===== src/core/mbs_defs.vh =====
// constants of the memory block select and id logic
// assumes a 32-bit classic wishbone slave at 100 MHz
// How it works
// - primary flash size code in id0 low nibble
// - sram size code in id0 high nibble
// - secondary memory size code in id1 low nibble
// - secondary type in id1 bits 5:4, 7:6 zero
// - sixteen 64K primary sectors, one select each
// - four secondary sectors 16K 8K 8K 32K, selects
// - one 32K sram region with one select
// - every select comes from the decode array
// - each select is OR of three product terms
// - terms qualify program or data space for remapping
// - each sector protected from program/erase separately
// - erase one sector, program one word, at a time
// - sector erase may suspend, reads, then resume
// - ready/busy low while programming or erasing
// - ready/busy high when no cycle runs
`ifndef MBS_DEFS_VH
`define MBS_DEFS_VH
`define MBS_ADR_ID0       8'h00
`define MBS_ADR_ID1       8'h04
`define MBS_ADR_CMD       8'h08
`define MBS_ADR_STATUS    8'h0c
`define MBS_ADR_PROT      8'h10
`define MBS_ADR_IRQ_STAT  8'h14
`define MBS_ADR_IRQ_MASK  8'h18
`define MBS_ADR_TERM_IDX  8'h1c
`define MBS_ADR_TERM_DATA 8'h20
// size codes and secondary type
`define MBS_PRIM_SIZE     4'h6
`define MBS_SRAM_SIZE     4'h5
`define MBS_SEC_SIZE      4'h3
`define MBS_SEC_TYPE      2'h0
// command register fields
`define MBS_CMD_OP_LSB    0
`define MBS_CMD_SEC_LSB   4
`define MBS_OP_PROG       3'h1
`define MBS_OP_ERASE      3'h2
`define MBS_OP_SUSPEND    3'h3
`define MBS_OP_RESUME     3'h4
// interrupt bits
`define MBS_IRQ_DONE      0
`define MBS_IRQ_PROT      1
`define MBS_IRQ_REJECT    2
// product term fields
`define MBS_TERM_MATCH_LSB 0
`define MBS_TERM_CARE_LSB  8
`define MBS_TERM_EN        16
`define MBS_TERM_PROG      17
`define MBS_TERM_DATA      18
`define MBS_TERM_W         19
// counts of selects and terms
`define MBS_NUM_PRIM      16
`define MBS_NUM_SEC       4
`define MBS_NUM_SEL       21
`define MBS_TERMS_PER_SEL 3
// timing
`define MBS_CLK_NS        10
`define MBS_PROG_TIME_NS  10000
`define MBS_ERASE_TIME_NS 1000000
`define MBS_PROG_CYCLES   (`MBS_PROG_TIME_NS / `MBS_CLK_NS)
`define MBS_ERASE_CYCLES  (`MBS_ERASE_TIME_NS / `MBS_CLK_NS)
`endif


===== src/core/mbs_decode.v =====
// decode array: each select is the OR of its product terms
// assumes term words are held in flip-flops by the caller
`timescale 1ns/1ps
`include "mbs_defs.vh"
module mbs_decode #(
    parameter NUM_SEL = 21,
    parameter NTERM   = 3
) (
    input  wire [NUM_SEL*NTERM*`MBS_TERM_W-1:0] terms_i,
    input  wire [7:0]                           addr_hi_i,
    input  wire                                 prog_space_i,
    input  wire                                 strobe_i,
    output wire [NUM_SEL-1:0]                   sel_o
);
    wire [NUM_SEL*NTERM-1:0] hit;
    genvar g;
    generate
        for (g = 0; g < NUM_SEL*NTERM; g = g + 1)
        begin : g_term
            wire [`MBS_TERM_W-1:0] t;
            wire [7:0]             mt;
            wire [7:0]             cr;
            wire                   sp;
            assign t  = terms_i[g*`MBS_TERM_W +: `MBS_TERM_W];
            assign mt = t[`MBS_TERM_MATCH_LSB +: 8];
            assign cr = t[`MBS_TERM_CARE_LSB +: 8];
            // space qualifier lets a sector move between spaces
            assign sp = prog_space_i ? t[`MBS_TERM_PROG] : t[`MBS_TERM_DATA];
            assign hit[g] = strobe_i & t[`MBS_TERM_EN] & sp
                            & (((addr_hi_i ^ mt) & cr) == 8'h00);
        end
        for (g = 0; g < NUM_SEL; g = g + 1)
        begin : g_sel
            assign sel_o[g] = |hit[g*NTERM +: NTERM];
        end
    endgenerate
endmodule // mbs_decode


===== src/core/mbs_top.v =====
// memory block select, id registers and flash busy sequencer
// assumes classic wishbone master and synchronous mcu inputs
//
// Implementation choices: the register addresses and the Wishbone register port.
`timescale 1ns/1ps
`include "mbs_defs.vh"
module mbs_top #(
    parameter PROG_CYCLES  = `MBS_PROG_CYCLES,
    parameter ERASE_CYCLES = `MBS_ERASE_CYCLES,
    parameter ADDR_W       = 24
) (
    input  wire              clk_i,
    input  wire              rst_i,
    input  wire              wb_cyc_i,
    input  wire              wb_stb_i,
    input  wire              wb_we_i,
    input  wire [7:0]        wb_adr_i,
    input  wire [3:0]        wb_sel_i,
    input  wire [31:0]       wb_dat_i,
    output wire [31:0]       wb_dat_o,
    output wire              wb_ack_o,
    input  wire [ADDR_W-1:0] mcu_addr_i,
    input  wire              mcu_prog_space_i,
    input  wire              mcu_strobe_i,
    output wire [15:0]       primary_sector_selects_o,
    output wire [3:0]        secondary_sector_selects_o,
    output wire              sram_select_o,
    output wire              ready_busy_output_o,
    output wire              irq_o
);
    localparam NSEL  = `MBS_NUM_SEL;
    localparam NTERM = NSEL * `MBS_TERMS_PER_SEL;
    localparam TW    = `MBS_TERM_W;

    localparam ST_IDLE    = 2'd0;
    localparam ST_PROG    = 2'd1;
    localparam ST_ERASE   = 2'd2;
    localparam ST_SUSPEND = 2'd3;

    // counts are cut to the width of the 24-bit down counter
    localparam [23:0] PROG_CNT  = PROG_CYCLES[23:0];
    localparam [23:0] ERASE_CNT = ERASE_CYCLES[23:0];

    reg  [31:0]   dat_reg;
    reg  [31:0]   dat_next;
    reg           ack_reg;
    reg  [1:0]    state_reg;
    reg  [1:0]    state_next;
    reg  [23:0]   cnt_reg;
    reg  [23:0]   cnt_next;
    reg  [4:0]    sector_reg;
    reg  [4:0]    sector_next;
    reg  [19:0]   prot_reg;
    reg  [2:0]    stat_reg;
    reg  [2:0]    stat_next;
    reg  [2:0]    mask_reg;
    reg  [5:0]    idx_reg;
    reg  [TW-1:0] term_mem [0:NTERM-1];
    reg  [NSEL-1:0] sel_reg;
    reg           rb_reg;
    reg           irq_reg;
    reg  [2:0]    evt;

    wire          req;
    wire          wr;
    wire          rd;
    wire [31:0]   wmask;
    wire [2:0]    cmd_op;
    wire [4:0]    cmd_sec;
    wire          cmd_wr;
    wire [NTERM*TW-1:0] terms_flat;
    wire [NSEL-1:0]     sel_comb;
    wire [7:0]    id0;
    wire [7:0]    id1;

    // one request is served per ack; ack drops the cycle after
    assign req = wb_cyc_i & wb_stb_i & ~ack_reg;
    assign wr  = req & wb_we_i;
    assign rd  = req & ~wb_we_i;
    assign wmask = {{8{wb_sel_i[3]}}, {8{wb_sel_i[2]}},
                    {8{wb_sel_i[1]}}, {8{wb_sel_i[0]}}};

    assign id0 = {`MBS_SRAM_SIZE, `MBS_PRIM_SIZE};
    assign id1 = {2'h0, `MBS_SEC_TYPE, `MBS_SEC_SIZE};

    assign cmd_wr  = wr & (wb_adr_i == `MBS_ADR_CMD) & wb_sel_i[0];
    assign cmd_op  = wb_dat_i[`MBS_CMD_OP_LSB +: 3];
    assign cmd_sec = wb_dat_i[`MBS_CMD_SEC_LSB +: 5];

    // read mux
    always @*
    begin
        dat_next = 32'h0000_0000;
        case (wb_adr_i)
            `MBS_ADR_ID0:       dat_next = {24'h00_0000, id0};
            `MBS_ADR_ID1:       dat_next = {24'h00_0000, id1};
            `MBS_ADR_STATUS:    dat_next = {24'h00_0000, sector_reg,
                                            (state_reg == ST_SUSPEND),
                                            (state_reg == ST_PROG) |
                                            (state_reg == ST_ERASE),
                                            rb_reg};
            `MBS_ADR_PROT:      dat_next = {12'h000, prot_reg};
            `MBS_ADR_IRQ_STAT:  dat_next = {29'h0000_0000, stat_reg};
            `MBS_ADR_IRQ_MASK:  dat_next = {29'h0000_0000, mask_reg};
            `MBS_ADR_TERM_IDX:  dat_next = {26'h000_0000, idx_reg};
            `MBS_ADR_TERM_DATA: dat_next = {{(32-TW){1'b0}}, term_mem[idx_reg]};
            default:            dat_next = 32'h0000_0000;
        endcase
    end

    // wishbone answer
    always @(posedge clk_i)
    begin
        if (rst_i)
        begin
            ack_reg <= 1'b0;
            dat_reg <= 32'h0000_0000;
        end
        else
        begin
            ack_reg <= req;
            if (rd)
            begin
                dat_reg <= dat_next;
            end
        end
    end

    // sequencer for program, erase, suspend and resume
    always @*
    begin
        state_next  = state_reg;
        cnt_next    = cnt_reg;
        sector_next = sector_reg;
        evt         = 3'h0;
        case (state_reg)
            ST_IDLE:
            begin
                if (cmd_wr)
                begin
                    if ((cmd_op == `MBS_OP_PROG) || (cmd_op == `MBS_OP_ERASE))
                    begin
                        // sectors 20 and up do not exist
                        if (cmd_sec >= 5'd20)
                        begin
                            evt[`MBS_IRQ_REJECT] = 1'b1;
                        end
                        else if (prot_reg[cmd_sec])
                        begin
                            evt[`MBS_IRQ_PROT] = 1'b1;
                        end
                        else
                        begin
                            // a single word or a single sector per command
                            sector_next = cmd_sec;
                            if (cmd_op == `MBS_OP_PROG)
                            begin
                                state_next = ST_PROG;
                                cnt_next   = PROG_CNT;
                            end
                            else
                            begin
                                state_next = ST_ERASE;
                                cnt_next   = ERASE_CNT;
                            end
                        end
                    end
                    else
                    begin
                        evt[`MBS_IRQ_REJECT] = 1'b1;
                    end
                end
            end
            ST_PROG, ST_ERASE:
            begin
                // only an erase may be suspended
                if (cmd_wr && (state_reg == ST_ERASE) &&
                    (cmd_op == `MBS_OP_SUSPEND))
                begin
                    state_next = ST_SUSPEND;
                end
                else
                begin
                    if (cmd_wr)
                    begin
                        evt[`MBS_IRQ_REJECT] = 1'b1;
                    end
                    if (cnt_reg <= 24'd1)
                    begin
                        state_next = ST_IDLE;
                        cnt_next   = 24'd0;
                        evt[`MBS_IRQ_DONE] = 1'b1;
                    end
                    else
                    begin
                        cnt_next = cnt_reg - 24'd1;
                    end
                end
            end
            ST_SUSPEND:
            begin
                // count is held so resume finishes the remaining erase
                if (cmd_wr)
                begin
                    if (cmd_op == `MBS_OP_RESUME)
                    begin
                        state_next = ST_ERASE;
                    end
                    else
                    begin
                        evt[`MBS_IRQ_REJECT] = 1'b1;
                    end
                end
            end
            default:
            begin
                state_next = ST_IDLE;
            end
        endcase
    end

    always @*
    begin
        stat_next = stat_reg;
        if (wr && (wb_adr_i == `MBS_ADR_IRQ_STAT) && wb_sel_i[0])
        begin
            stat_next = stat_reg & ~wb_dat_i[2:0];
        end
        // a new event wins over a clear in the same cycle
        stat_next = stat_next | evt;
    end

    always @(posedge clk_i)
    begin
        if (rst_i)
        begin
            state_reg  <= ST_IDLE;
            cnt_reg    <= 24'd0;
            sector_reg <= 5'd0;
            stat_reg   <= 3'h0;
            irq_reg    <= 1'b0;
            rb_reg     <= 1'b1;
        end
        else
        begin
            state_reg  <= state_next;
            cnt_reg    <= cnt_next;
            sector_reg <= sector_next;
            stat_reg   <= stat_next;
            irq_reg    <= |(stat_next & mask_reg);
            // busy low while a program or erase runs
            rb_reg     <= ~((state_next == ST_PROG) ||
                            (state_next == ST_ERASE));
        end
    end

    // software registers; id addresses take no write
    always @(posedge clk_i)
    begin
        if (rst_i)
        begin
            prot_reg <= 20'h0_0000;
            mask_reg <= 3'h0;
            idx_reg  <= 6'h00;
        end
        else if (wr)
        begin
            case (wb_adr_i)
                `MBS_ADR_PROT:
                    prot_reg <= (prot_reg & ~wmask[19:0]) |
                                (wb_dat_i[19:0] & wmask[19:0]);
                `MBS_ADR_IRQ_MASK:
                    if (wb_sel_i[0])
                    begin
                        mask_reg <= wb_dat_i[2:0];
                    end
                `MBS_ADR_TERM_IDX:
                    if (wb_sel_i[0] && (wb_dat_i[5:0] < 6'd63))
                    begin
                        idx_reg <= wb_dat_i[5:0];
                    end
                `MBS_ADR_ID0, `MBS_ADR_ID1:
                begin
                    // id words are constants, a write changes nothing
                    idx_reg <= idx_reg;
                end
                default:
                    idx_reg <= idx_reg;
            endcase
        end
    end

    // product term storage written through index and data window
    genvar g;
    generate
        for (g = 0; g < NTERM; g = g + 1)
        begin : g_mem
            always @(posedge clk_i)
            begin
                if (rst_i)
                begin
                    term_mem[g] <= {TW{1'b0}};
                end
                else if (wr && (wb_adr_i == `MBS_ADR_TERM_DATA) &&
                         (idx_reg == g))
                begin
                    term_mem[g] <= (term_mem[g] & ~wmask[TW-1:0]) |
                                   (wb_dat_i[TW-1:0] & wmask[TW-1:0]);
                end
            end
            assign terms_flat[g*TW +: TW] = term_mem[g];
        end
    endgenerate

    mbs_decode #(
        .NUM_SEL (NSEL),
        .NTERM   (`MBS_TERMS_PER_SEL)
    ) u_decode (
        .terms_i      (terms_flat),
        .addr_hi_i    (mcu_addr_i[ADDR_W-1 -: 8]),
        .prog_space_i (mcu_prog_space_i),
        .strobe_i     (mcu_strobe_i),
        .sel_o        (sel_comb)
    );

    // selects come only from the decode array
    always @(posedge clk_i)
    begin
        if (rst_i)
        begin
            sel_reg <= {NSEL{1'b0}};
        end
        else
        begin
            sel_reg <= sel_comb;
        end
    end

    assign primary_sector_selects_o   = sel_reg[15:0];
    assign secondary_sector_selects_o = sel_reg[19:16];
    assign sram_select_o              = sel_reg[20];
    assign ready_busy_output_o        = rb_reg;
    assign irq_o                      = irq_reg;
    assign wb_ack_o                   = ack_reg;
    assign wb_dat_o                   = dat_reg;
endmodule // mbs_top


===== config.mk =====
export PLATFORM = sky130hd
export DESIGN_NAME = mbs_top
export DESIGN_NICKNAME = d
export VERILOG_FILES = /design/src/core/mbs_decode.v /design/src/core/mbs_top.v
export VERILOG_INCLUDE_DIRS = /design/src /design/src/core
export SDC_FILE = /design/constraint.sdc
export NUM_CORES = 2
export LEC_CHECK = 0
export BUFFER_PORTS_ARGS = -buffer_cell sky130_fd_sc_hd__buf_2
export CORE_MARGIN = 8
export CORE_UTILIZATION = 30
export DETAILED_ROUTE_END_ITERATION = 8
export PLACE_DENSITY = 0.51
export SYNTH_ARGS = -nofsm -noshare
export SYNTH_HDL_FRONTEND = slang
export SYNTH_SLANG_ARGS = --single-unit

===== constraint.sdc =====
create_clock -name clk_i -period 3.25 [get_ports clk_i]
set_clock_uncertainty 0.1 [all_clocks]
set_input_delay 0.4875 -clock clk_i [delete_from_list [all_inputs] [get_ports clk_i]]
set_output_delay 0.4875 -clock clk_i [all_outputs]
set_load 0.05 [all_outputs]

# == Word-level counts from Yosys, hierarchy flattened ==
# Memories as Yosys holds them, arrays and structs flattened. A register that Yosys moved wholly into a read port is not among the register bits.
# Index checks and enable logic that the tools add are counted.
# totals
ram_bits,1197
output_inout_bits,56
input_bits,75
mem_count,1
reg_bits,119
word_cells,1150
# op_classes
n_reduce_logical,166
bitwise_logic,526
addsub,1
magnitude_cmp,4
eq_ne,84
n_mux,356
# memory_table
memory,words,width,read_ports,rd_clocked_by_memory_dff,wr,line,source
term_mem,63,19,64,1,63,mbs_top.v:58,reg [TW-1:0] term_mem [0:NTERM-1];
# ops
operator,count
AND 19 bit,64
two-way mux 19 bit,63
bitwise OR 19 bit,63
logical NOT 8 bit,64
AND 8 bit,63
bitwise XOR 8 bit,63
two-way mux 1 bit,268
AND 1 bit,195
"== test 6 bit, second input constant",31
one-hot mux 20 bit (8 select lines),1
two-way mux 24 bit,6
"== test 6 x 5 -> 1 bit, second input constant",16
logical AND 1 bit,69
OR reduction 3 bit,22
bitwise OR 1 bit,64
"== test 6 x 4 -> 1 bit, second input constant",8
one-hot mux 24 bit (2 select lines),1
AND 20 bit,2
"== test 8 x 5 -> 1 bit, second input constant",4
"== test 6 x 3 -> 1 bit, second input constant",4
"less-or-equal comparator 24 x 1 -> 1 bit, second input constant",1
"subtractor 24 x 1 -> 24 bit, second input constant",1
two-way mux 2 bit,10
NOT 20 bit,1
other kinds (35),53

# == Logic depth before layout (Yosys ltp) ==
# logic_depth
depth_word,12
depth_mapped,12
ltp_nobuf,9

# == Hierarchy ==
# A second synthesis with hierarchy kept.
# unflattened
hier_cells,6388
hier_area_um2,75004.4
# by_module_without_submodules
module,instances,cells_per_inst,area_per_inst_um2
mbs_top,1,5346,66374.9
mbs_decode,1,1042,8629.5

# == Worst setup path after synthesis ==
# No wires, ideal clock.
# synth_timing
path_type,register -> register
startpoint,reg ack_reg (netlist: wb_ack_o)
endpoint,"mem term_mem[32][0] (netlist name), enable pin"
required_time_ps,2774
arrival_ps,2607
period_less_slack_ps,3083
path_buffers,1
setup_time_ps,376
stages_incl_launch_ff,9
path_slack_ps,167
path_cell_list,dfxtp_1 > nand3b_1 > nor2_1 > nand2_1 > or3_1 > nor3_1 > clkbuf_1 > nand2_1 > nand2_1
# synth_rtl
item,line,source
start: declaration,mbs_top.v:46,reg ack_reg;
start signal: assignment,mbs_top.v:121,ack_reg <= req;
end: declaration,mbs_top.v:58,

==> flow_summary.ini <==
[run_status]
status = finished, violations left
violations = negative setup slack

[run]
drv_cap = 0

[setup_path]
crit_buf_inv = 4
crit_path_start_kind = flop
cpPeakStageDelay_ns = 0.64
crit_path_top_delay_cell = mux4_2
critPathKind = reg2reg
cp.required_ns = 3.80
critPathArrivalTime_ns = 3.83
path_max_fanout = 7
worstPathCellList = buf_12 -> buf_12 -> buf_6 -> mux4_2 -> mux4_2 -> mux2i_1 -> buf_4 -> o22ai_2 -> a221oi_2 -> a211oi_1
cp-end-kind = flop
path_delay_family = multiplexers

[logic_synthesis]
synthCells = 6372
synth-seq-area-share = 0.514
synth_fa_ha_area_frac = 0.000842
synth_seq_cells = 1310
synthSimpleGateAreaFrac = 0.133
synth_top_area_cell = edfxtp_1
synthMuxAreaShare = 0.123
async_flop_share = 0
synth-compound-area-share = 0.135
yosys_warnings = 0
synth_edf_count = 1197
synth_top_area_frac = 0.484
yosys-top-cells-area = edfxtp_1 48%, mux4_2 11%, nand2b_1 9.6%
synth_cell_types = 69
syn_area_per_cell_um2 = 11.7
synth_xor_area_frac = 0.0604
synth-main-ff-cell = edfxtp_1
synth_top_family_by_area = compound AO/OA/AOI/OAI gates
synthesis.area_um2 = 74300

[power]
switchingPower_mw = 10.4
p_seq_frac = 0.489
p_comb_frac = 0.092
p_clk_frac = 0.419
swShare = 0.259
leakagePower_nw = 29.5
peakVddDrop_uv = 562
power.density_nw_per_um2 = 460
power.internal_mw = 29.8

[routing]
drc_errors = 0
drtIter0Drc = 7289
viasPerCell = 5.65
vias = 56125
ant_nets = 0
dr.pass1.iters = 9
wirelength_um = 284000
routedWlPerCell_um = 28.6

[global_route]
grt_start_max_net_pins = 194
grt_use_total = 0.207
grt-busiest-layer = met2
antenna_found_initial = 18
met2_usage = 0.319
grt_overflow = 0
grt_pass1_wl_um = 408000
grt_pass1_vias = 54178
grt_use_met1 = 0.294
grt.met3_usage = 0.0373

[floorplanning]
die_area_um2 = 264000
boundaryPins = 131
start_util = 0.302
num_rows = 182
die_h_um = 514
die_width_um = 514
core-area_um2 = 246000

[timing]
tightest_slew_ns = 1.20
rsz0062_at_grt = true
hold_viol_final = 0
fin_crit_sh = 1.01
final-setup-viol-count = 2
slew_headroom = 0.197
fin_ws_ns = -0.0281
min_period_ns = 3.28
max_freq_ghz = 0.305
slew_violations = 0

[clock_tree]
clockRootBuffer = clkbuf_16
clk_transition_reported_paths_ns = 0.06
htreeDepth = 4
clk_path_buf_depth = 3
insertion_delay_ns = 0.82
cts_tree = done
cts_num_sinks = 1310
cts_inserted_buffers = 154

[placed_design]
place_hpwl_um = 192000
dpl-instance-area_um2 = 81800
io_buffers = 89
post-place-ws_ns = -0.0746
routabilityCongestion = 0.951

[cells_and_area]
finalNetCount = 6574
finalInstanceArea_um2 = 87300
area_delta_synth_final_pct = 17.4
largest_register_ffs = 1197
drive_above_1_share = 0.175

[worst_hold_path]
hold_class = in2reg
==> worst reg2reg max path: cells and delay by family, from the launching register on <==
family	cells	cell delay, ns
AOI/OAI and AO/OA	3	0.42
DFF	1	0.46
muxes	3	1.47
buffers and inverters	4	0.65
==> power groups by stage <==
stage	clock network (mW)	registers [mW]	logic, mW
floorplan	0	19.7	2.03
global placement	0	19.9	3.61
detailed placement	0	19.9	3.62
CTS	17.1	19.6	3.66
global route	17.7	19.7	3.87
finish	16.8	19.6	3.69
==> kinds of logic (layout without fill, tap and decap cells) <==
logic type | count (synthesis) | count (layout)
DFF | 1310 | 1310
muxes | 450 | 450
and+or+nand+nor | 1731 | 1731
adders and majority gates | 5 | 5
xor gates and xnor gates | 513 | 513
AOI/OAI and AO/OA | 1707 | 1707
other | 1 | 17
buffers and inverters | 655 | 887
==> final timing paths <==
check             depth (start not counted)  slack, ns                      start                         end
setup / recovery                         10      -0.03                       flop    wb_dat_o[9]$_SDFFE_PP0P_
hold reg to reg                           2       0.35  wb_dat_o[19]$_SDFFE_PP0P_   wb_dat_o[19]$_SDFFE_PP0P_
hold / removal                            4       0.08                wb_dat_i[4]  sector_reg[0]$_SDFFE_PP0P_
setup reg to reg                         10      -0.03                       flop    wb_dat_o[9]$_SDFFE_PP0P_
==> through the flow <==
step	cells	total power [mW]	hold slack [ns]	utilization	TNS, ns
6_report	9932	40.1	0.0786	0.355	-0.0285
5_1_grt	9928	41.2	0.0647	0.354	-0.114
4_1_cts	9910	40.4	0.0129	0.353	-0.0557
3_5_place_dp	9604	23.5	0.347	0.332	-0.404
3_3_place_gp	9604	23.5	0.343	0.332	-0.226
2_1_floorplan	6383	21.7	0.336	-	0
==> layout make-up <==
type | instances | area [um^2]
fillers | 24161 | 159000
diodes | 5 | 12.5
multi-input cells | 4418 | 33900
clock buffers | 195 | 4100
inverters | 77 | 289
repair buffers | 533 | 5940
clock inverters | 82 | 617
flip-flops and latches | 1310 | 38200
well taps | 3312 | 4140
==> cell usage in the layout (no fill, tap or decap), types with 36 or more instances in the layout <==
cell	synthesis	routed
edfxtp_1	1197	1197
a21oi_1	1168	1168
nand2b_1	1143	1143
xor2_1	507	507
mux4_2	369	369
nand2_1	285	266
buf_4	14	264
clkbuf_16	0	157
buf_12	0	151
dfxtp_1	113	108
o21ai_0	103	102
nor2_1	83	77
inv_1	77	76
buf_2	11	75
nand3_1	74	74
a22oi_1	73	73
a221oi_1	81	72
and3_1	70	70
mux2i_1	77	70
o211ai_1	69	69
a222oi_1	67	67
a221o_1	58	58
clkinv_1	0	36
==> cells in the mapped netlist, types with 4 or more instances <==
cell         n
a211oi_1    20
a21oi_1   1168
a221o_1     58
a221oi_1    81
a222oi_1    67
a22oi_1     73
a31oi_1     25
and2_1       6
and3_1      70
buf_1       59
buf_2       11
buf_4       14
clkbuf_1   494
dfxtp_1    113
edfxtp_1  1197
ha_1         5
inv_1       77
mux2_2       4
mux2i_1     77
mux4_2     369
nand2_1    285
nand2b_1  1143
nand3_1     74
nand3b_1     4
nand4_1     11
nand4b_1     4
nor2_1      83
nor2b_1      5
nor3_1      17
nor4_1       6
o211ai_1    69
o21ai_0    103
o22ai_1     11
o31ai_1      4
o41ai_1      4
or3_1        7
xnor2_1      6
xor2_1     507
==> timing repair <==
action	CTS	global route
endpoints found under the setup margin	5	17
pin swaps	0	2
hold buffers	20	0
gates resized for setup	14	33
cloned	2	1
hold endpoints to repair	24	0
buffers inserted	7	19
==> layer usage <==
layer / wire length (um) / up-vias
met2: 127000 / 2853
met4: 9830 / 10
li1: - / 24080
met3: 25200 / 443
met1: 122000 / 28739
met5: 69 / -
(Power assumes the default switching activity.)
